==> config.mk <==
export PLATFORM = sky130hd
export DESIGN_NAME = adc_accessory_ctl
export DESIGN_NICKNAME = d
export VERILOG_FILES = /design/src/design/adc_pkg.sv /design/src/design/adc_accessory_ctl.sv /design/src/design/adc_sync.sv /design/src/design/adc_key_timer.sv
export VERILOG_INCLUDE_DIRS = /design/src /design/src/design
export SDC_FILE = /design/constraint.sdc
export NUM_CORES = 1
export LEC_CHECK = 0
export ABC_CLOCK_PERIOD_IN_PS = 2600
export BUFFER_PORTS_ARGS = -buffer_cell sky130_fd_sc_hd__buf_2
export CAP_MARGIN = 20
export CORE_MARGIN = 3
export CORE_UTILIZATION = 55
export DETAILED_ROUTE_END_ITERATION = 6
export GPL_TIMING_DRIVEN = 1
export PLACE_DENSITY = 0.83
export SLEW_MARGIN = 0
export SYNTH_ARGS = -nofsm -noshare
export SYNTH_HDL_FRONTEND = slang
export SYNTH_SLANG_ARGS = --single-unit
==> constraint.sdc <==
create_clock -name clock -period 2.6 [get_ports clock]
set_input_delay 0.39 -clock clock [delete_from_list [all_inputs] [get_ports clock]]
set_output_delay 0.39 -clock clock [all_outputs]
set_load 0.02 [all_outputs]
==> src/design/adc_defs.svh <==
// Constants for the accessory detect control block
`ifndef ADC_DEFS_SVH
`define ADC_DEFS_SVH

`define ADC_CODE_OPEN 5'h1F
`define ADC_CODE_CARKIT1 5'h17
`define ADC_CODE_CARKIT2 5'h1B
`define ADC_CODE_UART1 5'h0E
`define ADC_CODE_UART2 5'h0F
`define ADC_CODE_USB1 5'h10
`define ADC_CODE_USB2 5'h11
// Interrupt bit positions
`define ADC_IRQ_EVENT_A 0
`define ADC_IRQ_SHORT 1
`define ADC_IRQ_LONG 2
`define ADC_IRQ_LREL 3
`define ADC_IRQ_OVP 4
`define ADC_IRQ_OTP 5
`define ADC_IRQ_CLR 6
`define ADC_IRQ_W 7
// Timing, clock in MHz
`define ADC_CLK_MHZ 250
`define ADC_OVP_NS 1000
`define ADC_OVP_CYC ((`ADC_OVP_NS * `ADC_CLK_MHZ) / 1000)
`define ADC_DEBOUNCE_MS 20
`define ADC_DEBOUNCE_CYC (`ADC_DEBOUNCE_MS * `ADC_CLK_MHZ * 1000)
`define ADC_IDLE_S 10
`define ADC_IDLE_CYC (64'd`ADC_IDLE_S * 64'd`ADC_CLK_MHZ * 64'd1000000)
`define ADC_OTP_LIMIT 3'h7

`endif

==> src/design/adc_pkg.sv <==
// Types for the accessory detect control block
package adc_pkg;
	typedef enum logic [2:0] {
		ADC_SUP_NONE,
		ADC_SUP_USB_PORT,
		ADC_SUP_CHARGING_PORT_SEEN,
		ADC_SUP_DEDICATED,
		ADC_SUP_CARKIT1,
		ADC_SUP_CARKIT2,
		ADC_SUP_OTHER
	} adc_supply_t;
	typedef enum logic [1:0] {
		ADC_SW_NONE,
		ADC_SW_UART,
		ADC_SW_USB
	} adc_test_t;
endpackage

==> src/design/adc_accessory_ctl.sv <==
// Top of the accessory detect control block
// Contract
// - Open ID line reports code 11111; a key event then reloads convResult with the raw idCode
// - Identification waits for vbus present
// - Classify USB port, charger, dedicated charger
// - Carkit type 1/2 by ID code
// - Identification runs only above core POR
// - Store results, set event_a event
// - Event_a interrupt needs io supply, unmasked
// - Masked event_a: no interrupt, registers readable
// - Switches open before identification or with test cable
// - Switches follow host bits otherwise
// - Overvoltage: power switch off within 1us
// - Overvoltage end sets fault cleared event
// - Overtemperature: switch off, set event
// - Cool down: switch on, fault cleared
// - Seven overtemp cycles latch switch off
// - Ignore presses under 20ms or short
// - Short press event on release
// - Long press event while held
// - Long release event after long press
// - Auto power save after 10s silence
// - Manual power save when auto off
// - Keys still monitored in power save
// - Test cables auto-close UART or USB
// - Interrupt low while unmasked bit set
// - Mask bit blocks its source
`timescale 1ns/1ns
`default_nettype none
`include "adc_defs.svh"
module adc_accessory_ctl
	import adc_pkg::*;
#(
	parameter int SHORT_CYC = 25000000,
	parameter int LONG_CYC = 250000000,
	parameter int DEBOUNCE_CYC = `ADC_DEBOUNCE_CYC,
	parameter longint IDLE_CYC = `ADC_IDLE_CYC,
	parameter int OTP_LIMIT = `ADC_OTP_LIMIT
) (
	// Clock and reset
	input wire logic clock,
	input wire logic rst_n,
	// Supplies
	input wire logic corePorOk,
	input wire logic ioSupply,
	// Detection inputs
	input wire logic vbusPresent,
	input wire logic dataLinesShorted,
	input wire logic chargingPortSeen,
	input wire logic idOpen,
	input wire logic [4:0] idCode,
	input wire logic remoteAttached,
	input wire logic detached,
	// Analog monitors, asynchronous
	input wire logic overVoltage,
	input wire logic overTemp,
	input wire logic keyDown,
	input wire logic audioActive,
	// Host controls
	input wire logic [7:0] swCtrl1,
	input wire logic [7:0] swCtrl2,
	input wire logic [`ADC_IRQ_W-1:0] irqMask,
	input wire logic irqRead,
	input wire logic autoLowPower,
	input wire logic lowPowerRequest,
	input wire logic powerSwitchReq,
	// Results and status
	output adc_pkg::adc_supply_t supplyType,
	output logic [4:0] convResult,
	output logic [`ADC_IRQ_W-1:0] irqStatus,
	output logic irq_n,
	output logic [7:0] swState1,
	output logic [7:0] swState2,
	output logic uartSwOn,
	output logic usbSwOn,
	output logic powerSwitchOn,
	output logic lowPower
);
	import adc_pkg::*;

	//------------------------------------------------------------
	// Synchronisers
	//------------------------------------------------------------
	// Monitors come from analog comparators; two flops tame metastability
	// The price is two cycles of latency on every protection path
	logic [3:0] syncd;
	logic ovSync, otSync, keySync, audSync;
	adc_sync #(.WIDTH(4)) u_sync (
		.clock(clock),
		.rst_n(rst_n),
		.asyncIn({overVoltage, overTemp, keyDown, audioActive}),
		.syncOut(syncd)
	);
	assign {ovSync, otSync, keySync, audSync} = syncd;

	//------------------------------------------------------------
	// Key timing
	//------------------------------------------------------------
	// Key level is gated by remote presence so a plain cable cannot
	// raise key events; the gate ignores power save on purpose
	logic kShort, kLong, kRel;
	adc_key_timer #(
		.DEBOUNCE_CYC(DEBOUNCE_CYC),
		.SHORT_CYC(SHORT_CYC),
		.LONG_CYC(LONG_CYC)
	) u_key (
		.clock(clock),
		.rst_n(rst_n),
		.keyDown(keySync && remoteAttached),
		.shortPress(kShort),
		.longPress(kLong),
		.longRelease(kRel)
	);

	//------------------------------------------------------------
	// Identification
	//------------------------------------------------------------
	logic idDone_ff;
	logic attachPulse;
	adc_supply_t nxt_type;
	logic [4:0] effCode;
	adc_test_t testCable_ff;
	adc_test_t nxt_test;

	// Open ID line forces the all-ones code
	assign effCode = idOpen ? `ADC_CODE_OPEN : idCode;

	// Supply classification table
	always_comb begin
		nxt_type = ADC_SUP_OTHER;
		if (idOpen && effCode == `ADC_CODE_OPEN) begin
			case ({dataLinesShorted, chargingPortSeen})
				2'b00: nxt_type = ADC_SUP_USB_PORT;
				2'b01: nxt_type = ADC_SUP_CHARGING_PORT_SEEN;
				2'b10: nxt_type = ADC_SUP_DEDICATED;
				default: nxt_type = ADC_SUP_OTHER;
			endcase
		end else if (dataLinesShorted && !chargingPortSeen && !idOpen) begin
			if (effCode == `ADC_CODE_CARKIT1)
				nxt_type = ADC_SUP_CARKIT1;
			else if (effCode == `ADC_CODE_CARKIT2)
				nxt_type = ADC_SUP_CARKIT2;
		end
	end

	// Test cable decode
	always_comb begin
		case (effCode)
			`ADC_CODE_UART1, `ADC_CODE_UART2: nxt_test = ADC_SW_UART;
			`ADC_CODE_USB1, `ADC_CODE_USB2: nxt_test = ADC_SW_USB;
			default: nxt_test = ADC_SW_NONE;
		endcase
	end

	// One identification per event_a, only with core supply and vbus
	// A held event_b blocks a fresh identification until it drops
	assign attachPulse = corePorOk && vbusPresent && !idDone_ff && !detached;

	// Event_b or core supply loss rearms identification; results stay
	// readable until the next identification overwrites them; a key event also reloads convResult
	always_ff @(posedge clock or negedge rst_n) begin
		if (!rst_n) begin
			idDone_ff <= 1'b0;
			supplyType <= ADC_SUP_NONE;
			convResult <= 5'h00;
			testCable_ff <= ADC_SW_NONE;
		end else if (detached || !corePorOk) begin
			idDone_ff <= 1'b0;
			testCable_ff <= ADC_SW_NONE;
		end else begin
			if (attachPulse) begin
				idDone_ff <= 1'b1;
				supplyType <= nxt_type;
				convResult <= effCode;
				testCable_ff <= nxt_test;
			end else if (kShort || kLong || kRel)
				convResult <= idCode;
		end
	end

	//------------------------------------------------------------
	// Protection
	//------------------------------------------------------------
	logic ovDly_ff, otDly_ff;
	logic [2:0] otpCount_ff;
	logic otpLatched_ff;
	logic otRise, otFall, ovRise, ovFall;
	// Delay flops reset low, the idle level of both monitors,
	// so no false edge follows reset
	assign ovRise = ovSync && !ovDly_ff;
	assign ovFall = !ovSync && ovDly_ff;
	assign otRise = otSync && !otDly_ff;
	assign otFall = !otSync && otDly_ff;

	// Count overtemp onsets, latch off at the limit
	// Only a event_b or a reset rearms the latch
	always_ff @(posedge clock or negedge rst_n) begin
		if (!rst_n) begin
			ovDly_ff <= 1'b0;
			otDly_ff <= 1'b0;
			otpCount_ff <= 3'h0;
			otpLatched_ff <= 1'b0;
		end else begin
			ovDly_ff <= ovSync;
			otDly_ff <= otSync;
			if (detached) begin
				otpCount_ff <= 3'h0;
				otpLatched_ff <= 1'b0;
			end else if (otRise) begin
				if (otpCount_ff == 3'(OTP_LIMIT - 1))
					otpLatched_ff <= 1'b1;
				else
					otpCount_ff <= otpCount_ff + 3'h1;
			end
		end
	end

	//------------------------------------------------------------
	// Switches; sync delay plus one flop is well under 1us
	//------------------------------------------------------------
	always_ff @(posedge clock or negedge rst_n) begin
		if (!rst_n) begin
			powerSwitchOn <= 1'b0;
			uartSwOn <= 1'b0;
			usbSwOn <= 1'b0;
			swState1 <= 8'h00;
			swState2 <= 8'h00;
		end else begin
			// Faults come first so no host bit can reopen the power path
			// Test cables take the switches away from the host bits
			if (ovSync || otSync || otpLatched_ff)
				powerSwitchOn <= 1'b0;
			else if (testCable_ff == ADC_SW_UART)
				powerSwitchOn <= 1'b0;
			else if (testCable_ff == ADC_SW_USB)
				powerSwitchOn <= 1'b1;
			else
				powerSwitchOn <= idDone_ff && powerSwitchReq;
			uartSwOn <= testCable_ff == ADC_SW_UART;
			usbSwOn <= testCable_ff == ADC_SW_USB;
			if (testCable_ff != ADC_SW_NONE || !idDone_ff) begin
				swState1 <= 8'h00;
				swState2 <= 8'h00;
			end else begin
				swState1 <= swCtrl1;
				swState2 <= swCtrl2;
			end
		end
	end

	//------------------------------------------------------------
	// Interrupt status, set wins over read-clear
	//------------------------------------------------------------
	// A read in the cycle of a new event keeps the new event
	// Interrupt line follows the status one cycle later, never without io
	logic [`ADC_IRQ_W-1:0] setVec;
	always_comb begin
		setVec = '0;
		setVec[`ADC_IRQ_EVENT_A] = attachPulse;
		setVec[`ADC_IRQ_SHORT] = kShort;
		setVec[`ADC_IRQ_LONG] = kLong;
		setVec[`ADC_IRQ_LREL] = kRel;
		setVec[`ADC_IRQ_OVP] = ovRise;
		setVec[`ADC_IRQ_OTP] = otRise && !otpLatched_ff;
		setVec[`ADC_IRQ_CLR] = ovFall || (otFall && !otpLatched_ff);
	end

	always_ff @(posedge clock or negedge rst_n) begin
		if (!rst_n) begin
			irqStatus <= '0;
			irq_n <= 1'b1;
		end else begin
			irqStatus <= (irqRead ? '0 : irqStatus) | setVec;
			irq_n <= !(ioSupply && |(irqStatus & ~irqMask));
		end
	end

	//------------------------------------------------------------
	// Power save
	//------------------------------------------------------------
	// Idle counter saturates so a long silence cannot wrap to active
	// Counter is held clear while no remote accessory is attached
	logic [63:0] idle_ff;
	always_ff @(posedge clock or negedge rst_n) begin
		if (!rst_n) begin
			idle_ff <= 64'h0;
			lowPower <= 1'b0;
		end else begin
			if (audSync || !remoteAttached)
				idle_ff <= 64'h0;
			else if (idle_ff != 64'(IDLE_CYC))
				idle_ff <= idle_ff + 64'h1;
			if (!autoLowPower)
				lowPower <= lowPowerRequest;
			else
				lowPower <= remoteAttached && !audSync
					&& idle_ff == 64'(IDLE_CYC);
		end
	end
endmodule // adc_accessory_ctl
`default_nettype wire

==> src/design/adc_sync.sv <==
// Two-flop synchroniser bank for asynchronous analog inputs
`timescale 1ns/1ns
`default_nettype none
module adc_sync #(
	parameter int WIDTH = 4
) (
	// Clock and reset
	input wire logic clock,
	input wire logic rst_n,
	// Data
	input wire logic [WIDTH-1:0] asyncIn,
	output logic [WIDTH-1:0] syncOut
);
	logic [WIDTH-1:0] stage1_ff;
	logic [WIDTH-1:0] stage2_ff;

	// Only the second stage reads the first
	always_ff @(posedge clock or negedge rst_n) begin
		if (!rst_n) begin
			stage1_ff <= '0;
			stage2_ff <= '0;
		end else begin
			stage1_ff <= asyncIn;
			stage2_ff <= stage1_ff;
		end
	end
	assign syncOut = stage2_ff;
endmodule // adc_sync
`default_nettype wire

==> src/design/adc_key_timer.sv <==
// Remote-control key press duration classifier
`timescale 1ns/1ns
`default_nettype none
`include "adc_defs.svh"
module adc_key_timer #(
	parameter int DEBOUNCE_CYC = `ADC_DEBOUNCE_CYC,
	parameter int SHORT_CYC = 25000000,
	parameter int LONG_CYC = 250000000
) (
	// Clock and reset
	input wire logic clock,
	input wire logic rst_n,
	// Key level, already synchronised
	input wire logic keyDown,
	// One-cycle event pulses
	output logic shortPress,
	output logic longPress,
	output logic longRelease
);
	logic [31:0] cnt_ff;
	logic longSeen_ff;
	logic keyDly_ff;
	logic pressed_ff;

	// Debounce then time the press; counter saturates
	always_ff @(posedge clock or negedge rst_n) begin
		if (!rst_n) begin
			cnt_ff <= 32'h0;
			keyDly_ff <= 1'b0;
		end else begin
			keyDly_ff <= keyDown;
			if (!keyDown)
				cnt_ff <= 32'h0;
			else if (cnt_ff != 32'hFFFFFFFF)
				cnt_ff <= cnt_ff + 32'h1;
		end
	end

	// Press valid only past debounce plus short threshold
	always_ff @(posedge clock or negedge rst_n) begin
		if (!rst_n) begin
			pressed_ff <= 1'b0;
			longSeen_ff <= 1'b0;
			shortPress <= 1'b0;
			longPress <= 1'b0;
			longRelease <= 1'b0;
		end else begin
			shortPress <= 1'b0;
			longPress <= 1'b0;
			longRelease <= 1'b0;
			if (keyDown && cnt_ff == 32'(DEBOUNCE_CYC + SHORT_CYC))
				pressed_ff <= 1'b1;
			if (keyDown && cnt_ff == 32'(DEBOUNCE_CYC + LONG_CYC)) begin
				longPress <= 1'b1;
				longSeen_ff <= 1'b1;
			end
			if (!keyDown && keyDly_ff) begin
				shortPress <= pressed_ff && !longSeen_ff;
				longRelease <= longSeen_ff;
				pressed_ff <= 1'b0;
				longSeen_ff <= 1'b0;
			end
		end
	end
endmodule // adc_key_timer
`default_nettype wire

==> impl_metrics.toml, run 1 <==
[status]
status = "finished clean"

[detailed_routing]
viasPerCell = 5.90
wl_per_cell_um = 16.1
finalWirelength_um = 17100
drc = 0
drt-initial-drc-count = 544
detail_route.first_pass.iterations = 5
antenna_left = 0
via_count = 6253

[run]
cap_violations = 0

[min_path]
hold_class = "in2reg"
min_path_cells = 1

[pwr]
power_density_mw_per_mm2 = 591
power.leakage_nw = 3.86
finalPower_w = 0.00522
peakVddDrop_v = 0.000422

[timing]
slew_headroom_pct = 55.0
drv_slew = 0
hold_viol_final = 0
finalCritPeriodShare_pct = 91.3
rsz0062_at_grt = "no"
worstMarginPinSlew_ps = 671
period_needed_ps = 2370
finClkSkew_ps = 11.2
finalSetupViolations = 0
tns_ps = 0
max_freq_mhz = 421

[global_routing]
grt_usage_pct = 23.6
overflow = 0
grt_pass1_wl_um = 28300
grt_max_degree = 75
grt_pass1_vias = 5958
grt_antenna_before_repair = 0

[placement]
place_hpwl_um = 11500
port_buffers = 81
place_congestion = 0.883

[clocking]
path_clk_slew_ps = 70
clockBufferDepth = 2
clk_latency_ps = 440
clockRootBuffer = "clkbuf_16"
cts_tree = "yes"
cts.sinks = 155
cts_made_buffers = 17
cts_max_level = 4

[critical_path]
arrival_ps = 2730
startpoint_type = "register"
reg2regPathDepth = 7
cp_num_cells = 7
critPathMaxStageDelay_ps = 470
path_cells = "nand4_2 > nor4_4 > buf_4 > and3_1 > nand4_1 > or3_1 > a21oi_1"
crit_fanout = 11
path_class = "reg2reg"
critical-path-top-delay-family = "simple AND/OR/NAND/NOR gates"
crit_slowest_cell = "dfrtp_1"
end_kind = "register"
crit_buf_inv = 1
required_ps = 2950

[cells_and_area]
syn2layout_area_growth_pct = 17.4
multi_input_area_mm2 = 0.00345
nets = 922
layout_common_cells = "154 x dfrtp_1, 87 x nor2_1, 80 x buf_2"
diodes = 0
n_fill_cell = 969
layout_commonest_cell = "dfrtp_1"
regArea_mm2 = 0.00388
final_layout_size_suffix_gt1_share_pct = 17.9

[floorplanning]
die_w_um = 123
num_rows = 42
fp.dieH_um = 123
pin_count = 82
core_region_area_mm2 = 0.0133
start_util_pct = 56.6
dieArea_mm2 = 0.0151

[synthesis]
ys.flop_type = "dfrtp_1"
yosysSeqAreaShare_pct = 51.6
async_reset_ff_share_pct = 100
ys_types = 63
avgSynthCellArea_um2 = 9.78
syn_inst = 769
netlist_area_mm2 = 0.00752
synth-edff-count = 0
synth_nets = 821
ys_warn_count = 0
ys_ff_latch = 155
==> area by class of cell <==
type,instances,area share (%)
sequential,155,43.9
multi-input combinational,564,39.1
timing repair buffer,105,6.87
clock buffer,17,4.82
tap,176,2.49
clock inverter,15,1.64
inverter,27,1.15
==> where the power goes <==
group / internal [W] / switching, W
Combinational: 0.000106 / 0.000207
Sequential: 0.00247 / 0.0000301
Clock: 0.00128 / 0.00113
==> synth_stat cells, drive strengths merged (2+ instances only) <==
cell type / count / area share [%]
nor2: 88 / 4.4
nand2b: 5 / 0.42
a31oi: 4 / 0.33
nand3b: 4 / 0.40
dfrtp: 154 / 51
inv: 27 / 1.3
and2: 22 / 1.8
or2: 4 / 0.33
and4: 11 / 1.3
or3: 25 / 2.1
nor3: 17 / 1.2
nor4: 24 / 2.5
o211ai: 5 / 0.50
o31ai: 5 / 0.50
nand3: 45 / 3.0
nor2b: 7 / 0.58
or4b: 2 / 0.27
clkbuf: 14 / 0.70
a21oi: 33 / 2.2
xnor2: 26 / 3.0
buf: 9 / 0.63
nand4: 42 / 3.7
o21ai: 29 / 1.9
or4: 11 / 1.1
and3: 7 / 0.65
xor2: 37 / 4.3
nor3b: 4 / 0.47
nand4b: 3 / 0.35
a21o: 5 / 0.50
a21boi: 2 / 0.20
o22ai: 3 / 0.25
nand2: 62 / 3.3
mux2i: 6 / 0.80
o21a: 2 / 0.20
ha: 6 / 1.0
nor4b: 8 / 0.93
==> cell families (layout without fill, tap and decap cells) <==
group / after synthesis / in the layout / synth area share, %
buf+inv: 50 / 164 / 2.68
mux: 6 / 6 / 0.798
xor+xnor: 63 / 63 / 7.34
compound gates: 95 / 95 / 7.42
flops: 155 / 155 / 51.6
fa+ha+maj: 6 / 6 / 0.998
simple gates: 394 / 394 / 29.2
==> metrics by stage <==
stage               util (%)  instances  setup slack (ps)  area, um2  hold slack (ps)
floorplan                  -        769               395       7520             94.4
global placement        62.0       1026               250       8240              331
detailed placement      62.0       1026               153       8240              344
CTS                     66.4       1059               122       8820             43.4
global route            66.4       1059              92.5       8830             42.9
finish                  66.4       1059               226       8830             57.0
==> what timing repair did <==
item / in CTS / in global routing
buffers inserted: 0 / 0
hold endpoints to repair: 48 / 0
setup endpoints to repair: 0 / 5
resized for setup: 0 / 2
hold buffers: 1 / 0
==> metal layers <==
| metal | global-route usage [%] | wire length (um) |
|---|---|---|
| met5 | 0 | 0 |
| met4 | 8.68 | 353 |
| met3 | 5.99 | 1210 |
| met2 | 36.7 | 8100 |
| met1 | 32.2 | 7440 |
==> flip-flops by register name (all words and copies together) (netlist names), 2 cells and up <==
register and count:
testCable_ff 2, convResult 5, swState1 8, u_sync.stage1_ff 4, irqStatus 7, u_sync.syncOut 4, idle_ff 64, otpCount_ff 3
u_key.cnt_ff 32, supplyType 3, swState2 8
==> worst register-to-register path: stages (launching register included) <==
cell	delay [ps]
dfrtp_1	470
nand4_2	250
nor4_4	400
buf_4	260
and3_1	290
nand4_1	150
or3_1	330
a21oi_1	140
==> final timing paths <==
kind                                          start  slack, ps                   to
worst max-delay path                     idle_ff[5]        230          idle_ff[53]
worst min-delay path                        keyDown         60  u_sync.stage1_ff[1]
worst max register to register           idle_ff[5]        230          idle_ff[53]
worst min register to register  u_sync.stage1_ff[0]        360    u_sync.syncOut[0]
max in group asynchronous                     rst_n       1280          idle_ff[46]
min in group asynchronous                     rst_n        540          swState1[2]
(Power assumes the default switching activity.)
==> run 2: changes to the inputs <==
- CORE_UTILIZATION: 55 -> 59
- PLACE_DENSITY: 0.83 -> 0.88
==> run 2 against run 1 <==
The run now ends with DRC left; sequential power hardly changed; register-to-register slack worse by 90 ps; clock power hardly changed; core utilization increased by 5.9 points; hold slack better by 7.2 ps; non-clock buffer count grew 1; power down 0.10%; worst setup slack worse by 92 ps; critical path depth unchanged; routed wire length up 5.0%; largest power group unchanged; highest routed layer unchanged.
==> impl_metrics.toml, run 2 (synthesis gave the netlist of run 1 again) <==
[status]
status = "finished, violations left"
violations = "DRC"

[placement]
place_hpwl_um = 12200
placed_area_mm2 = 0.00825
placedCellCount = 1019
place_congestion = 0.911
port_buffers = 81

[timing]
worstMarginPinSlew_ps = 644
rsz0062_at_grt = "no"
hold_ws_ps = 64.2
max_freq_mhz = 406
finalCritPeriodShare_pct = 94.8
finalSetupViolations = 0
slew_headroom_pct = 56.8
finClkSkew_ps = 14.0
drv_slew = 0
period_needed_ps = 2470
tns_ps = 0
hold_viol_final = 0

[critical_path]
required_ps = 2940
crit_fanout = 10
path_class = "reg2reg"
critPathMaxStageDelay_ps = 580
startpoint_type = "register"
crit_slowest_cell = "or4_1"
end_kind = "register"
rrSetupSlack_ps = 130
critical-path-top-delay-family = "simple AND/OR/NAND/NOR gates"
path_cells = "ha_1 > and4_1 > nor3b_2 > nand3_1 > or4_1 > or3_1 > a21oi_1"
arrival_ps = 2810
crit_buf_inv = 0

[global_routing]
grt_pass1_vias = 6271
grt_max_degree = 64
overflow = 0
grt_pass1_wl_um = 30200
grt_antenna_before_repair = 0
grt_usage_pct = 26.2

[pwr]
power.leakage_nw = 3.84
power_density_mw_per_mm2 = 590
power_switching_w = 0.00120
clock_power_share_pct = 46.0
peakVddDrop_v = 0.000619
power_frac_comb_pct = 6.1
intPower_w = 0.00401
finalPower_w = 0.00521
seqPwrFrac_pct = 47.9
swShare_pct = 23.1

[cells_and_area]
final_layout_size_suffix_gt1_share_pct = 17.5
layout_common_cells = "154 x dfrtp_1, 87 x nor2_1, 80 x buf_2"
largest_reg_flops = 64
top_regs = "idle_ff: 64 flops, u_key.cnt_ff: 32 flops"
diodes = 0
syn2layout_area_growth_pct = 17.4
nets = 923
layout_commonest_cell = "dfrtp_1"
top_register = "idle_ff"
final_cells = 1052
fin_area_mm2 = 0.00883

[detailed_routing]
antenna_left = 0
viasPerCell = 6.07
detail_route.first_pass.iterations = 7
finalWirelength_um = 18000
drt-initial-drc-count = 807
drc = 1
via_count = 6381
wl_per_cell_um = 17.1

[clocking]
cts_made_buffers = 17
clockRootBuffer = "clkbuf_16"
ctsResizeCount = 0
cts_tree = "yes"
clockBufferDepth = 2
cts.sinks = 155
cts_max_level = 4
path_clk_slew_ps = 60
clk_latency_ps = 430

[floorplanning]
num_rows = 40
dieArea_mm2 = 0.0141
core_region_area_mm2 = 0.0122
pin_count = 82
die_w_um = 119
fp.dieH_um = 119
start_util_pct = 61.6

[run]
cap_violations = 0

[min_path]
hold_class = "in2reg"
[run 2: worst paths after layout]
check                                    start                   to  cells after the start
min                                   overTemp  u_sync.stage1_ff[2]                      1
max reg2reg                         idle_ff[1]          idle_ff[52]                      7
max in group asynchronous                rst_n           idle_ff[0]                      3
min reg2reg                u_sync.stage1_ff[2]    u_sync.syncOut[2]                      0
min in group asynchronous                rst_n  u_sync.stage1_ff[0]                      2
max                                 idle_ff[1]          idle_ff[52]                      7
[run 2: cell type report]
cell class | count | area (um2)
Sequential cell | 155 | 3880
Multi-Input combinational cell | 564 | 3440
Fill cell | 873 | 3380
Timing Repair Buffer | 106 | 627
Clock buffer | 21 | 450
Tap cell | 168 | 210
Clock inverter | 11 | 121
Inverter | 27 | 101
[run 2: worst reg2reg max path, cell delays in order, from the launching register on]
cell,delay [ps]
dfrtp_1,410
ha_1,200
and4_1,240
nor3b_2,260
nand3_1,100
or4_1,580
or3_1,410
a21oi_1,180
[run 2: per-layer routing]
layer  vias to the layer above  wire length (um)  GRT usage (%)
met5                         -                 0              0
li1                       2949                 -              -
met1                      3090              7370           33.7
met4                         0               545           11.4
met3                        59              1220           6.70
met2                       283              8820           42.1
[run 2: metrics by stage]
stage / worst slack (ps) / utilization (%)
CTS: 166 / 72.3
detailed placement: 221 / 67.6
global route: 15.0 / 72.3
finish: 134 / 72.3
floorplan: 395 / -
global placement: 315 / 67.6
[run 2: repair_timing]
action | CTS | global route
setup buffers | 0 | 0
hold buffers | 1 | 0
endpoints found under the hold margin | 58 | 0
[run 2: power by group through the flow]
stage / registers (W) / clock network, W / logic, W
after global routing: 0.00250 / 0.00253 / 0.000349
after CTS: 0.00250 / 0.00243 / 0.000322
after floorplan: 0.00259 / 0 / 0.0000946
after global placement: 0.00254 / 0 / 0.000305
after detailed placement: 0.00254 / 0 / 0.000316
final: 0.00250 / 0.00240 / 0.000316
